<file path="config.mk">
export PLATFORM = sky130hd
export DESIGN_NAME = ltrb_limit_bank
export DESIGN_NICKNAME = d
export VERILOG_FILES = /design/src/hdl/ltrb_pkg.sv /design/src/hdl/ltrb_limit_bank.sv
export SDC_FILE = /design/constraint.sdc
export NUM_CORES = 1
export LEC_CHECK = 0
export BUFFER_PORTS_ARGS = -buffer_cell sky130_fd_sc_hd__buf_2
export CAP_MARGIN = 10
export CORE_ASPECT_RATIO = 1.75
export CORE_UTILIZATION = 55
export CTS_BUF_LIST = sky130_fd_sc_hd__clkbuf_8
export DETAILED_ROUTE_END_ITERATION = 8
export PLACE_DENSITY = 0.86
export SLEW_MARGIN = 10
export SYNTH_ARGS = -nofsm -noshare
export SYNTH_HDL_FRONTEND = slang
export SYNTH_SLANG_ARGS = --single-unit
</file>
<file path="constraint.sdc">
create_clock -name i_clk -period 2.57 [get_ports i_clk]
set_clock_uncertainty 0.15 [all_clocks]
set_input_delay 0.1285 -clock i_clk [delete_from_list [all_inputs] [get_ports i_clk]]
set_output_delay 0.1285 -clock i_clk [all_outputs]
set_load 0.01 [all_outputs]
</file>
<file path="src/hdl/ltrb_pkg.sv">
// package: offsets, field layouts, reset values and result formats of the limit register bank
package ltrb_pkg;
    localparam int          ADDR_W        = 6;
    localparam int          DATA_W        = 16;
    localparam logic [5:0]  OFF_DIAG      = 6'h0B;
    localparam logic [5:0]  OFF_BUS_OVER  = 6'h0E;
    localparam logic [5:0]  OFF_BUS_UNDER = 6'h0F;
    localparam logic [5:0]  OFF_TEMP_OVER = 6'h10;
    localparam logic [5:0]  OFF_PWR_OVER  = 6'h11;
    localparam logic [5:0]  OFF_MAKER     = 6'h3E;
    localparam logic [5:0]  OFF_PART_REV  = 6'h3F;
    localparam logic [15:0] RST_BUS_OVER  = 16'h7FFF;
    localparam logic [15:0] RST_BUS_UNDER = 16'h0000;
    localparam logic [15:0] RST_TEMP_OVER = 16'h7FFF;
    localparam logic [15:0] RST_PWR_OVER  = 16'hFFFF;
    localparam logic [15:0] BUS_LIM_MASK  = 16'h7FFF;
    localparam int          BUS_LIM_MSB   = 14;
    localparam int          BIT_TEMP_HIGH = 7;
    localparam int          BIT_BUS_HIGH  = 4;
    localparam int          BIT_BUS_LOW   = 3;
    localparam int          BIT_PWR_HIGH  = 2;
    localparam int          BIT_LATCH     = 15;
    localparam int          PART_LSB      = 4;
    localparam int          REV_W         = 4;
    localparam int          PART_W        = 12;
    // bus limit step 3.125 mV over bus result step 195.3125 uV is 16, i.e. 4 bits
    localparam int          BUS_LIM_SHIFT = 4;
    // power limit step is 256 power result steps
    localparam int          PWR_LIM_SHIFT = 8;
    localparam int          SHUNT_W       = 20;
    localparam int          BUS_W         = 20;
    localparam int          TEMP_W        = 16;
    localparam int          PWR_W         = 24;
    // result scaling per step, in the unit that ends each name
    localparam real         SHUNT_LSB_R0_NV = 312.5;
    localparam real         SHUNT_LSB_R1_NV = 78.125;
    localparam real         BUS_LSB_UV      = 195.3125;
    localparam real         TEMP_LSB_MC     = 7.8125;
    localparam real         BUS_LIM_LSB_MV  = 3.125;

    typedef struct packed {
        logic signed [SHUNT_W-1:0] shunt;
        logic        [BUS_W-1:0]   bus;
        logic signed [TEMP_W-1:0]  temp;
        logic        [PWR_W-1:0]   power;
    } ltrb_meas_t;

    typedef struct packed {
        logic temp_high_flag;
        logic bus_high_flag;
        logic bus_low_flag;
        logic power_high_flag;
    } ltrb_flags_t;
endpackage : ltrb_pkg
</file>
<file path="src/hdl/ltrb_limit_bank.sv">
// limit threshold register bank with identification registers and limit comparators
`timescale 1ns/1ps
module ltrb_limit_bank
    import ltrb_pkg::*;
#(
    parameter logic [15:0]       MAKER_CODE = 16'h4142, // arbitrary value
    parameter logic [PART_W-1:0] PART_CODE  = 12'h123,  // arbitrary value
    parameter logic [REV_W-1:0]  REV_CODE   = 4'h0      // arbitrary value
) (
    input  wire logic              i_clk,
    input  wire logic              i_rstn,
    input  wire logic [ADDR_W-1:0] i_reg_addr,
    input  wire logic              i_reg_wr,
    input  wire logic [DATA_W-1:0] i_reg_wdata,
    input  wire logic              i_reg_rd,
    output logic      [DATA_W-1:0] o_reg_rdata,
    output logic                   o_reg_rvalid,
    input  wire logic              i_conv_done,
    input  wire ltrb_meas_t        i_meas,
    input  wire logic              i_range_select_bit,
    output ltrb_meas_t             o_meas,
    output logic                   o_range_select_bit,
    output ltrb_flags_t            o_flags
);
    logic [DATA_W-1:0] bus_over_q,  bus_over_d;
    logic [DATA_W-1:0] bus_under_q, bus_under_d;
    logic [DATA_W-1:0] temp_over_q, temp_over_d;
    logic [DATA_W-1:0] pwr_over_q,  pwr_over_d;
    logic              latch_q,     latch_d;
    ltrb_flags_t       flags_q,     flags_d;
    ltrb_meas_t        meas_q;
    logic              range_q;
    logic [DATA_W-1:0] rdata_q,     rdata_d;
    logic              rvalid_q;

    // address decode
    wire logic wr_bus_over  = i_reg_wr && (i_reg_addr == OFF_BUS_OVER);
    wire logic wr_bus_under = i_reg_wr && (i_reg_addr == OFF_BUS_UNDER);
    wire logic wr_temp_over = i_reg_wr && (i_reg_addr == OFF_TEMP_OVER);
    wire logic wr_pwr_over  = i_reg_wr && (i_reg_addr == OFF_PWR_OVER);
    wire logic wr_diag      = i_reg_wr && (i_reg_addr == OFF_DIAG);
    wire logic rd_diag      = i_reg_rd && (i_reg_addr == OFF_DIAG);

    // reserved bit 15 never stored, so it cannot read back
    assign bus_over_d  = wr_bus_over  ? (i_reg_wdata & BUS_LIM_MASK) : bus_over_q;
    assign bus_under_d = wr_bus_under ? (i_reg_wdata & BUS_LIM_MASK) : bus_under_q;
    assign temp_over_d = wr_temp_over ? i_reg_wdata : temp_over_q;
    assign pwr_over_d  = wr_pwr_over  ? i_reg_wdata : pwr_over_q;
    // only the latch mode bit of the diagnostic word is writable
    assign latch_d     = wr_diag ? i_reg_wdata[BIT_LATCH] : latch_q;

    // comparators; thresholds widened to the result's step size
    wire logic [BUS_W-1:0] bus_over_ext =
        {1'b0, bus_over_q[BUS_LIM_MSB:0], {BUS_LIM_SHIFT{1'b0}}};
    wire logic [BUS_W-1:0] bus_under_ext =
        {1'b0, bus_under_q[BUS_LIM_MSB:0], {BUS_LIM_SHIFT{1'b0}}};
    wire logic [PWR_W-1:0] pwr_over_ext = {pwr_over_q, {PWR_LIM_SHIFT{1'b0}}};
    wire logic cmp_bus_high  = i_meas.bus > bus_over_ext;
    wire logic cmp_bus_low   = i_meas.bus < bus_under_ext;
    wire logic cmp_temp_high = i_meas.temp > $signed(temp_over_q);
    wire logic cmp_pwr_high  = i_meas.power > pwr_over_ext;
    wire ltrb_flags_t cmp = '{temp_high_flag:  cmp_temp_high,
                              bus_high_flag:   cmp_bus_high,
                              bus_low_flag:    cmp_bus_low,
                              power_high_flag: cmp_pwr_high};

    // latched: a new event in the read cycle survives the clear, set wins
    wire logic         clr_flags = rd_diag && latch_q;
    wire ltrb_flags_t  ev        = i_conv_done ? cmp : '0;
    wire ltrb_flags_t  kept      = clr_flags ? '0 : flags_q;
    // transparent mode follows each conversion, reads leave it alone
    assign flags_d = latch_q ? (kept | ev) : (i_conv_done ? cmp : flags_q);

    wire logic [DATA_W-1:0] diag_word =
        (DATA_W'(latch_q)                 << BIT_LATCH)
      | (DATA_W'(flags_q.temp_high_flag)  << BIT_TEMP_HIGH)
      | (DATA_W'(flags_q.bus_high_flag)   << BIT_BUS_HIGH)
      | (DATA_W'(flags_q.bus_low_flag)    << BIT_BUS_LOW)
      | (DATA_W'(flags_q.power_high_flag) << BIT_PWR_HIGH);
    wire logic [DATA_W-1:0] part_rev_word = {PART_CODE, REV_CODE};

    // read mux; unmapped offsets read zero
    always_comb begin
        case (i_reg_addr)
            OFF_DIAG:      rdata_d = diag_word;
            OFF_BUS_OVER:  rdata_d = bus_over_q & BUS_LIM_MASK;
            OFF_BUS_UNDER: rdata_d = bus_under_q & BUS_LIM_MASK;
            OFF_TEMP_OVER: rdata_d = temp_over_q;
            OFF_PWR_OVER:  rdata_d = pwr_over_q;
            OFF_MAKER:     rdata_d = MAKER_CODE;
            OFF_PART_REV:  rdata_d = part_rev_word;
            default:       rdata_d = '0;
        endcase
    end

    always_ff @(posedge i_clk) begin
        if (!i_rstn) begin
            bus_over_q  <= RST_BUS_OVER;
            bus_under_q <= RST_BUS_UNDER;
            temp_over_q <= RST_TEMP_OVER;
            pwr_over_q  <= RST_PWR_OVER;
            latch_q     <= 1'b0;
            flags_q     <= '0;
        end else begin
            bus_over_q  <= bus_over_d;
            bus_under_q <= bus_under_d;
            temp_over_q <= temp_over_d;
            pwr_over_q  <= pwr_over_d;
            latch_q     <= latch_d;
            flags_q     <= flags_d;
        end
    end

    always_ff @(posedge i_clk) begin
        if (!i_rstn) begin
            rdata_q  <= '0;
            rvalid_q <= 1'b0;
        end else begin
            rdata_q  <= i_reg_rd ? rdata_d : rdata_q;
            rvalid_q <= i_reg_rd;
        end
    end

    // result capture; formats fixed by the struct: signed 20-bit shunt,
    // unsigned 20-bit bus, signed 16-bit temperature
    always_ff @(posedge i_clk) begin
        if (!i_rstn) begin
            meas_q  <= '0;
            range_q <= 1'b0;
        end else if (i_conv_done) begin
            meas_q  <= i_meas;
            // shunt step size goes with the range in force at the conversion
            range_q <= i_range_select_bit;
        end
    end

    assign o_reg_rdata        = rdata_q;
    assign o_reg_rvalid       = rvalid_q;
    assign o_meas             = meas_q;
    assign o_range_select_bit = range_q;
    assign o_flags            = flags_q;

    // checks
    logic past_rst_q;
    always_ff @(posedge i_clk) begin
        past_rst_q <= !i_rstn;
    end
endmodule : ltrb_limit_bank

</file>
# Word level (Yosys, flattened, before mapping)
# Cells that the tools add are included.
word_totals:
  word_cells: 45
  out_inout_bits: 102
  regBits: 165
op_classes:
  eq_ne: 7
  magnitude_cmp: 4
  muxes: 5
  n_reduce_logical: 8
  bitwise: 5
ops:
  columns: ["operator", "n"]
  rows:
  - ["16-bit one-hot mux with 7 select lines", 1]
  - ["24-bit > comparator", 1]
  - ["20-bit by 19-bit > comparator with 1-bit output", 1]
  - ["20-bit by 19-bit less-than comparator with 1-bit output", 1]
  - ["6-bit by 4-bit == test with 1-bit output, second input constant", 3]
  - ["16-bit > comparator", 1]
  - ["4-bit two-way mux", 4]
  - ["16-bit by 3-bit OR with 16-bit output", 1]
  - ["16-bit by 4-bit OR with 16-bit output", 1]
  - ["16-bit by 5-bit OR with 16-bit output", 1]
  - ["16-bit by 8-bit OR with 16-bit output", 1]
  - ["6-bit by 5-bit == test with 1-bit output, second input constant", 2]
  - ["6-bit == test, second input constant", 2]
  - ["1-bit logical AND", 7]
  - ["4-bit OR", 1]
  - ["2-bit nonzero test", 1]

# Longest topological paths before layout
# Gate-level depths: netlist of run 1.
logic_depth:
  ltp_word: 6
  ltp_mapped: 8

# Worst setup path after synthesis of run 1
# Ideal clock, no wire load.
synth_timing:
  kind: "reg2reg"
  start: "reg temp_over_q[14]"
  end: "reg flags_q (netlist bit o_flags[3])"
  required_time_ns: 2.346
  t_arrival_ns: 1.589
  path_slack_ns: 0.757
  synth_period_minus_slack_ns: 1.813
  stages_incl_launch_ff: 8
  cell_sequence: "dfxtp_1 inv_1 ha_1 nand4_1 or4_1 a21oi_1 nor4_1 o21ai_0"
synth_via:
  elab_chain_len: 4
synth_lines:
  columns: ["item", "line_no", "text"]
  rows:
  - ["from (decl)", "ltrb_limit_bank.sv:27", "logic [DATA_W-1:0] temp_over_q, temp_over_d;"]
  - ["from (signal assigned)", "ltrb_limit_bank.sv:107", "temp_over_q <= temp_over_d;"]
  - ["16-bit > comparator (*)", "ltrb_limit_bank.sv:60", "wire logic cmp_temp_high = i_meas.temp > $signed(temp_over_q);"]
  - ["4-bit two-way mux", "ltrb_limit_bank.sv:69", "wire ltrb_flags_t ev = i_conv_done ? cmp : '0;"]
  - ["4-bit OR", "ltrb_limit_bank.sv:72", "assign flags_d = latch_q ? (kept | ev) : (i_conv_done ? cmp : flags_q);"]
  - ["4-bit two-way mux (*)", "ltrb_limit_bank.sv:72", null]
  - ["to (signal assigned)", "ltrb_limit_bank.sv:110", "flags_q <= flags_d;"]
  - ["to (decl)", "ltrb_limit_bank.sv:30", "ltrb_flags_t flags_q, flags_d;"]
# Mark *: on every way between the ends. The rest lies on a longest branch, timed or not. The select of a mux whose other input is x is not followed.
# A chain may end at the register's enable or synchronous reset.

# Final worst setup path of run 1
layout_timing:
  start: "reg bus_under_q[6]"
  end: "reg flags_q (netlist bit o_flags[1])"
layout_via:
  elab_chain_len: 4
layout_lines:
  columns: ["item", "line_no", "text"]
  rows:
  - ["from (decl)", "ltrb_limit_bank.sv:26", "logic [DATA_W-1:0] bus_under_q, bus_under_d;"]
  - ["from (signal assigned)", "ltrb_limit_bank.sv:106", "bus_under_q <= bus_under_d;"]
  - ["20-bit by 19-bit less-than comparator with 1-bit output (*)", "ltrb_limit_bank.sv:59", "wire logic cmp_bus_low = i_meas.bus < bus_under_ext;"]
  - ["4-bit two-way mux", "ltrb_limit_bank.sv:69", null]
  - ["4-bit OR", "ltrb_limit_bank.sv:72", null]
  - ["4-bit two-way mux (*)", "ltrb_limit_bank.sv:72", null]
# Marked as above.

==> results.yml, run 1 <==
run_status:
  outcome: "finished clean"
critical_path:
  crit_fanout: 3
  startpoint_type: "flip-flop"
  critPathRequiredTime_ps: 2810
  crit_type: "reg2reg"
  rr_startpoint: "bus_under_q[6]"
  cp-end-kind: "flip-flop"
  r2r_setup_slack_ps: 360
  startpoint: "bus_under_q[6]"
  cp.arrival_ps: 2450
layout:
  antenna_cells: 0
  multi_input_area_um2: 3960
  layout_common_cells: "buf_2, dfxtp_1, dlygate4sd3_1, nand2_1, mux2i_1"
  mostFrequentLayoutCell: "buf_2"
  area_growth_pct: 34.3
  num-fill-cells: 994
  layout.nets: 1329
  register_area_um2: 3300
  layout.cells.non_filler: 1350
  layout-drive-gt1-share_pct: 22.3
sta:
  worst_slew_pin_slew_ps: 641
  max_slew_margin_pct: 57.3
  period_minus_slack_ps: 2210
  finalSetupViolations: 0
  drv_slew: 0
  grt_setup_unrepaired: "false"
  fin_tns_setup_ps: 0
  hold_viol: 0
  max_clock_freq_mhz: 452
  fin_crit_sh_pct: 86.0
routing:
  top_layer: "met4"
  wl_met3_um: 1670
  drcViolationCount: 0
  routed_wirelength_um: 25900
  via_per_inst: 5.81
  route.met2.wl_um: 13600
  dr_total_vias: 7839
  drt_iter0_drc: 601
  ant_nets: 0
  wl_per_cell_um: 19.2
  first_pass_iters: 7
  wl_met1_um: 8510
power:
  p_int_w: 0.00412
  power_density_nw_per_um2: 542
  p_sw_share_pct: 27.1
  power.switching_w: 0.00153
  peakVddDrop_uv: 414
  leakage_nw: 5.11
  seqPwrFrac_pct: 47.9
  combPwrFrac_pct: 14.2
  p_clk_share_pct: 37.9
clock_network:
  clk_pin_slew_worst_paths_ps: 90
  cts_tree: "done"
  htreeDepth: 4
  clk_path_buf_depth: 2
  numCtsBuffers: 17
  ctsResizeCount: 0
  root_buffer: "clkbuf_8"
  cts.sinks: 165
  clock_latency_ps: 460
floorplanning:
  die_x_um: 91.8
  initial_utilization_pct: 56.1
  row_count: 57
  die-height_um: 159
  die-area_um2: 14600
  ios: 210
  core_um2: 13800
synthesis:
  synth_seq_cells: 165
  synth_ff_type: "dfxtp_1"
  ys_seq_area_share_pct: 42.6
  netlist_area_um2: 7760
  synth.avg_cell_area_um2: 8.94
  synth-edff-count: 0
  async_reset_ff_share_pct: 0
  synth.distinct_cells: 50
  postSynthCellCount: 868
  yosys_warnings: 0
  synth_nets: 1037
worst_hold_path:
  worstHoldPathType: "in2reg"
  hold_start: "i_rstn"
run:
  cap_violations: 0
placement:
  dp_cells: 1214
  numPortBuffers: 209
  hpwl_um: 17100
  gp_routability_congestion: 0.956
global_routing:
  grt_pass1_wl_um: 39800
  grt_pass1_vias: 7867
  antenna_found_initial: 0
  grt_max_degree: 100
  grt_usage_pct: 36.0
  overflow: 0
-- critical path, stage by stage, from the launching register on --
cell       delay [ps]
dfxtp_1           380
inv_1              60
ha_1              280
a21o_1            190
a2111oi_0         590
nor3_1            130
and3_1            240
o21ai_0           140
-- synth_stat cells, drive strengths merged (2+ instances only) --
| cell | instances | area (um^2) |
|---|---|---|
| nand4b | 2 | 17.5 |
| mux2i | 86 | 861 |
| nand4 | 5 | 31.3 |
| a2111oi | 3 | 26.3 |
| nor2b | 3 | 18.8 |
| o21ai | 33 | 165 |
| buf | 33 | 165 |
| clkbuf | 21 | 80.1 |
| dfxtp | 165 | 3300 |
| nor3 | 8 | 40.0 |
| and4 | 3 | 26.3 |
| nor2 | 84 | 315 |
| a31oi | 10 | 62.6 |
| o2bb2ai | 3 | 26.3 |
| o211ai | 48 | 360 |
| a221oi | 4 | 35.0 |
| a211oi | 8 | 60.1 |
| a21o | 7 | 52.6 |
| inv | 67 | 251 |
| ha | 61 | 763 |
| mux2 | 2 | 22.5 |
| or4 | 2 | 15.0 |
| nand2 | 99 | 372 |
| o22ai | 3 | 18.8 |
| nand3b | 2 | 15.0 |
| a21oi | 47 | 235 |
| nand3 | 20 | 100 |
| and3 | 5 | 31.3 |
| nor4 | 3 | 18.8 |
| a22oi | 11 | 82.6 |
| o31ai | 2 | 15.0 |
| o21a | 3 | 22.5 |
| and3b | 2 | 17.5 |
| and2 | 2 | 12.5 |
-- power by group through the flow --
stage	sequential (W)	clock [W]	combinational (W)
2_1_floorplan	0.00280	0	0.000306
3_3_place_gp	0.00276	0	0.000642
3_5_place_dp	0.00276	0	0.000658
4_1_cts	0.00270	0.00215	0.000778
6_report	0.00271	0.00214	0.000803
5_1_grt	0.00272	0.00224	0.000862
-- state kept, by name (all words and copies together) (netlist names) --
register and count:
o_meas 80, temp_over_q 16, o_reg_rvalid 1, bus_over_q 15, latch_q 1, bus_under_q 15
o_flags 4, o_range_select_bit 1, o_reg_rdata 16, pwr_over_q 16
-- layout make-up --
class / instances / area share [%]
Multi-Input combinational cell: 582 / 38.0
Sequential cell: 165 / 31.7
Timing Repair Buffer: 327 / 21.4
Inverter: 67 / 2.41
Clock buffer: 17 / 2.25
Tap cell: 177 / 2.13
Clock inverter: 15 / 2.08
-- per-stage QoR --
| stage | cell area, um^2 | util [%] | power [W] | hold slack, ps | worst slack [ps] |
|---|---|---|---|---|---|
| global route | 10400 | 75.3 | 0.00582 | 15.1 | 385 |
| finish | 10400 | 75.3 | 0.00565 | 14.9 | 359 |
| global placement | 8930 | 64.5 | 0.00340 | 211 | 538 |
| detailed placement | 8930 | 64.5 | 0.00342 | 220 | 450 |
| CTS | 10400 | 75.3 | 0.00564 | 0.433 | 423 |
| floorplan | 7760 | - | 0.00311 | 102 | 757 |
-- logic make-up (layout without fill, tap and decap cells) --
family / after synthesis / after routing / synth area share (%)
AND/OR/NAND/NOR: 247 / 247 / 14.3
AO/OA/AOI/OAI: 186 / 186 / 15.5
flip-flops: 165 / 165 / 42.6
buffers and inverters: 121 / 426 / 6.40
multiplexers: 88 / 88 / 11.4
adder cells (fa/ha/maj): 61 / 61 / 9.84
-- metal layers --
layer | track usage, % | vias up
li1 | - | 3623
met1 | 34.6 | 3650
met2 | 65.8 | 419
met3 | 6.83 | 147
met4 | 27.8 | 0
met5 | 0 | -
-- final timing paths --
kind,depth (start not counted),end
min reg2reg,2,temp_over_q[15]
max reg2reg,7,o_flags[1]
min,5,o_flags[1]
max,7,o_flags[1]
-- repair_timing --
item	4_1_cts	5_1_grt
hold buffers	104	0
hold endpoints to repair	157	0
setup buffers	0	0
No activity file was read; power rests on OpenSTA's default activity.
==> inputs of run 2 (changes only) <==
CORE_UTILIZATION = 53   (was 55)
CTS_BUF_LIST = sky130_fd_sc_hd__clkbuf_16   (was sky130_fd_sc_hd__clkbuf_8)
PLACE_DENSITY = 0.83   (was 0.86)
==> results.yml, run 2 (synthesis gave the netlist of run 1 again) <==
global_routing:
  grt_max_degree: 52
  grt_pass1_vias: 7584
  grt_usage_pct: 33.2
  antenna_found_initial: 0
  overflow: 0
  grt_pass1_wl_um: 38000
layout:
  layout_common_cells: "buf_2, dfxtp_1, nand2_1, dlygate4sd3_1, mux2i_1"
  layout-drive-gt1-share_pct: 22.4
  antenna_cells: 0
  mostFrequentLayoutCell: "buf_2"
  num-fill-cells: 1033
  multi_input_area_um2: 3960
  register_area_um2: 3300
  largest_reg_flops: 80
  layout.nets: 1325
  layout.cells.non_filler: 1349
  final_area_um2: 10500
  area_growth_pct: 35.1
sta:
  max_clock_freq_mhz: 472
  fin_ws_ps: 453
  fin_tns_setup_ps: 0
  max_slew_margin_pct: 63.9
  period_minus_slack_ps: 2120
  finalSetupViolations: 0
  drv_slew: 0
  fin_crit_sh_pct: 82.4
  hold_viol: 2
  worst_slew_pin_slew_ps: 541
  grt_setup_unrepaired: "false"
  fin_hold_ws_ps: -5.16
worst_hold_path:
  min_to: "o_meas[7]"
  worstHoldPathType: "in2reg"
  hold_start: "i_conv_done"
  hold_depth: 3
floorplanning:
  core_um2: 14300
  ios: 210
  die_x_um: 93.5
  die-height_um: 162
  initial_utilization_pct: 54.3
  die-area_um2: 15100
  row_count: 58
clock_network:
  post-cts-setup-buffers: 0
  ctsResizeCount: 0
  numCtsBuffers: 17
  clk_path_buf_depth: 2
  cts_tree: "done"
  root_buffer: "clkbuf_16"
  clock_latency_ps: 440
  clk_pin_slew_worst_paths_ps: 70
  cts.sinks: 165
  htreeDepth: 4
placement:
  gp_routability_congestion: 1.01
  dp_cells: 1218
  pre_cts_ws_ps: 540
  hpwl_um: 17400
  placed_area_um2: 8940
  numPortBuffers: 209
critical_path:
  crit_type: "reg2reg"
  slowest_stage: "a2111oi_0"
  rr_endpoint: "o_flags[1]"
  critPathRequiredTime_ps: 2780
  r2r_setup_slack_ps: 450
  crit_path_max_incr_delay_ps: 490
  crit_chain: "inv_1 > ha_1 > a21o_1 > a2111oi_0 > nor3_1 > and3_1 > o21ai_0"
  cp-end-kind: "flip-flop"
  cp.buffers_inverters: 1
  r2r_cells: 7
  rr_startpoint: "bus_under_q[6]"
  cp.arrival_ps: 2330
  crit_family: "compound AO/OA/AOI/OAI gates"
  crit_fanout: 3
  startpoint_type: "flip-flop"
power:
  power_density_nw_per_um2: 562
  combPwrFrac_pct: 13.5
  p_sw_share_pct: 27.1
  power.total_w: 0.00589
  peakVddDrop_uv: 463
  power.switching_w: 0.00160
  p_int_w: 0.00429
  leakage_nw: 5.15
  p_clk_share_pct: 40.5
  seqPwrFrac_pct: 46.0
run_status:
  violations: "negative hold slack"
  outcome: "complete, but fails checks"
routing:
  drt_iter0_drc: 534
  dr_total_vias: 7679
  first_pass_iters: 6
  wl_per_cell_um: 18.5
  drcViolationCount: 0
  routed_wirelength_um: 24900
  via_per_inst: 5.69
  ant_nets: 0
run:
  cap_violations: 0
-- run 2: power groups by stage --
stage               sequential, W  combinational [W]  clock [W]
floorplan                 0.00280           0.000306          0
global placement          0.00276           0.000642          0
detailed placement        0.00276           0.000656          0
CTS                       0.00271           0.000777    0.00241
global route              0.00272           0.000856    0.00251
finish                    0.00271           0.000795    0.00238
-- run 2: timing repair --
action,in CTS,in global routing
hold endpoints to repair,145,0
endpoints found under the setup margin,0,0
hold buffers,99,0
-- run 2: how the worst max path moves through the flow --
stage	startpoint	end	slack (ps)	cells past startpoint
global route	bus_under_q[6]	o_flags[1]	330	7
finish	bus_under_q[6]	o_flags[1]	450	7
global placement	bus_under_q[6]	o_flags[1]	490	7
floorplan	temp_over_q[14]	o_flags[3]	760	7
detailed placement	bus_under_q[6]	o_flags[1]	540	7
CTS	bus_under_q[6]	o_flags[1]	480	7
-- run 2: tightest hold or removal path, cell delays in order --
cell	delay [ps]
buf_4	200
mux2i_1	140
nor2_1	70
-- run 2: layout make-up --
class	count	share of cell area, %
inverters	67	2.41
well taps	180	2.15
repair buffers	323	20.9
clock buffers	17	4.06
flip-flops and latches	165	31.5
clock inverters	15	1.13
multi-input cells	582	37.8
-- run 2: per-layer routing --
metal	part of all wire, %	vias to the layer above	GRT usage (%)
met5	0	-	0
met2	53	361	60.7
li1	-	3628	-
met1	34	3567	33.1
met3	6.0	123	5.62
met4	7.8	0	24.0
-- run 2: metrics by stage --
| stage | util [%] | hold WS [ps] |
|---|---|---|
| floorplan | - | 102 |
| global placement | 62.6 | 212 |
| detailed placement | 62.6 | 221 |
| CTS | 73.3 | 1.00 |
| global route | 73.3 | 15.7 |
| finish | 73.3 | -5.16 |
==> inputs of run 3 (changes only) <==
ABC_AREA = 1   (was default)
CORE_UTILIZATION = 48   (was 53)
PLACE_DENSITY = 0.8   (was 0.83)
clock period = 1.8 ns   (was 2.57 ns; I/O delays follow)
==> results.yml, run 3 <==
layout:
  antenna_cells: 0
  layout_common_cells: "buf_2, nor2_1, dfxtp_1, nand2_1, o21ai_0"
  mostFrequentLayoutCell: "buf_2"
  layout-drive-gt1-share_pct: 21.5
  area_growth_pct: 40.7
  largest_reg_flops: 80
  layout.cells.non_filler: 1533
  layout.nets: 1503
synthesis:
  synthTopCellsByCount: "nor2_1, dfxtp_1, nand2_1, o21ai_0, inv_1"
  synth-edff-count: 0
  synthSimpleGateAreaFrac_pct: 18.7
  yosysMostFrequentCell: "nor2_1"
  synthXorXnorAreaFrac_pct: 0
  yosys_warnings: 0
  ys_seq_area_share_pct: 43.3
  async_reset_ff_share_pct: 0
  synth.distinct_cells: 31
  postSynthCellCount: 1014
  synth_nets: 1183
  synth-compound-area-share_pct: 19.9
  synth_adder_area_share_pct: 10.0
  synth_top_area_share_pct: 43.3
  netlist_top_cells_area: "dfxtp_1, ha_1, nor2_1"
  synth_seq_cells: 165
  synth_top_family_by_area: "compound AO/OA/AOI/OAI gates"
  synth_top_cell_by_area: "dfxtp_1"
  synth_ff_type: "dfxtp_1"
  synth.area.mux_share_pct: 0
  synth.avg_cell_area_um2: 7.52
  netlist_area_um2: 7620
critical_path:
  cp.buffers_inverters: 1
  crit_chain: "inv_1 > ha_1 > nand2_2 > o21bai_1 > nand2_1 > a21oi_2 > nand2_1 > nand2_1 > nand3_2 > a21oi_2"
  crit_family: "simple AND/OR/NAND/NOR gates"
  cp.arrival_ps: 1930
  slowest_stage: "dfxtp_1"
  crit_top_cell: "nand2_1"
  cp-end-kind: "flip-flop"
  critPathRequiredTime_ps: 2010
  crit_path_max_incr_delay_ps: 380
  startpoint_type: "flip-flop"
  crit_fanout: 2
  crit_type: "reg2reg"
floorplanning:
  die-height_um: 169
  die_x_um: 97.3
  row_count: 60
  core_um2: 15500
  initial_utilization_pct: 49.3
  ios: 210
  die-area_um2: 16400
sta:
  max_clock_freq_mhz: 582
  drv_slew: 0
  fin_crit_sh_pct: 95.5
  fin_tns_setup_ps: 0
  fin_hold_ws_ps: 23.7
  fin_ws_ps: 81.5
  max_slew_margin_pct: 67.2
  hold_viol: 0
  worst_slew_pin_slew_ps: 493
  period_minus_slack_ps: 1720
  finalSetupViolations: 0
clock_network:
  numCtsBuffers: 17
  clk_pin_slew_worst_paths_ps: 70
  cts.sinks: 165
  htreeDepth: 4
  cts_tree: "done"
  clock_latency_ps: 430
  root_buffer: "clkbuf_16"
  clk_path_buf_depth: 2
placement:
  pre_cts_ws_ps: 45.6
  dp_cells: 1380
  hpwl_um: 18000
  numPortBuffers: 209
  gp_routability_congestion: 0.941
routing:
  wl_per_cell_um: 17.5
  drcViolationCount: 0
  via_per_inst: 5.48
  first_pass_iters: 5
  drt_iter0_drc: 587
  ant_nets: 0
  routed_wirelength_um: 26800
  dr_total_vias: 8397
global_routing:
  grt_pass1_wl_um: 41200
  grt_use_met3_pct: 5.20
  globalRouteMet1Util_pct: 32.8
  grt_pass1_vias: 8219
  grt_usage_pct: 32.2
  use_met2_pct: 59.0
  overflow: 0
  grt_max_degree: 109
  top_usage_layer: "met2"
  antenna_found_initial: 0
power:
  power_density_nw_per_um2: 801
  leakage_nw: 5.43
  peakVddDrop_uv: 679
run_status:
  outcome: "finished clean"
run:
  cap_violations: 0
worst_hold_path:
  worstHoldPathType: "in2reg"
[run 3: cell count changes after synthesis, moves of 34 or more]
cell	previous run	this run
nor2_1	84	174
nand2_1	99	135
o21ai_0	33	124
a21oi_1	47	86
mux2i_1	86	0
inv_1	66	100
[run 3: layout make-up]
type | count | area [um^2]
clock buffer | 17 | 425
clock inverter | 15 | 141
fill | 1214 | 4740
inverter | 103 | 387
multi-input combinational | 693 | 3760
sequential | 165 | 3310
tap | 186 | 233
timing repair buffer | 354 | 2460
[run 3: timing repair]
action,in CTS,in global routing
hold buffers,120,0
setup endpoints to repair,0,2
gates resized for setup,0,17
endpoints found under the hold margin,155,0
buffers inserted,0,1
[run 3: report_power, final]
part	total (W)	internal [W]	switching [W]
Sequential	0.00387	0.00380	0.0000728
Combinational	0.00118	0.000537	0.000640
Clock	0.00355	0.00194	0.00161
[run 3: worst paths after layout]
path         cells past startpoint            start             end  slack [ps]
min                              3      i_conv_done      o_meas[59]          20
max reg2reg                     10  temp_over_q[14]      o_flags[3]          80
min reg2reg                      2   o_reg_rdata[0]  o_reg_rdata[0]         310
max                             10  temp_over_q[14]      o_flags[3]          80
[run 3: cell families after synthesis]
| logic type | count (synthesis) |
|---|---|
| simple gates | 355 |
| flops | 165 |
| buf+inv | 156 |
| compound gates | 277 |
| fa+ha+maj | 61 |
[run 3: worst register-to-register path: stages, from the launching register on]
cell	delay, ps
dfxtp_1	380
inv_1	70
ha_1	280
nand2_2	90
o21bai_1	120
nand2_1	80
a21oi_2	120
nand2_1	60
nand2_1	70
nand3_2	90
a21oi_2	140
[run 3: per-layer routing]
metal | part of all wire [%] | vias up
met4 | 7.9 | 0
li1 | - | 4013
met3 | 6.0 | 152
met1 | 34 | 3806
met2 | 52 | 426
met5 | 0 | -
[run 3: metrics by stage]
stage	total power (W)	cell area [um^2]	util (%)
6_report	0.00859	10700	69.3
2_1_floorplan	0.00441	7620	-
5_1_grt	0.00887	10700	69.3
3_5_place_dp	0.00486	8880	57.4
3_3_place_gp	0.00484	8880	57.4
4_1_cts	0.00856	10600	68.8
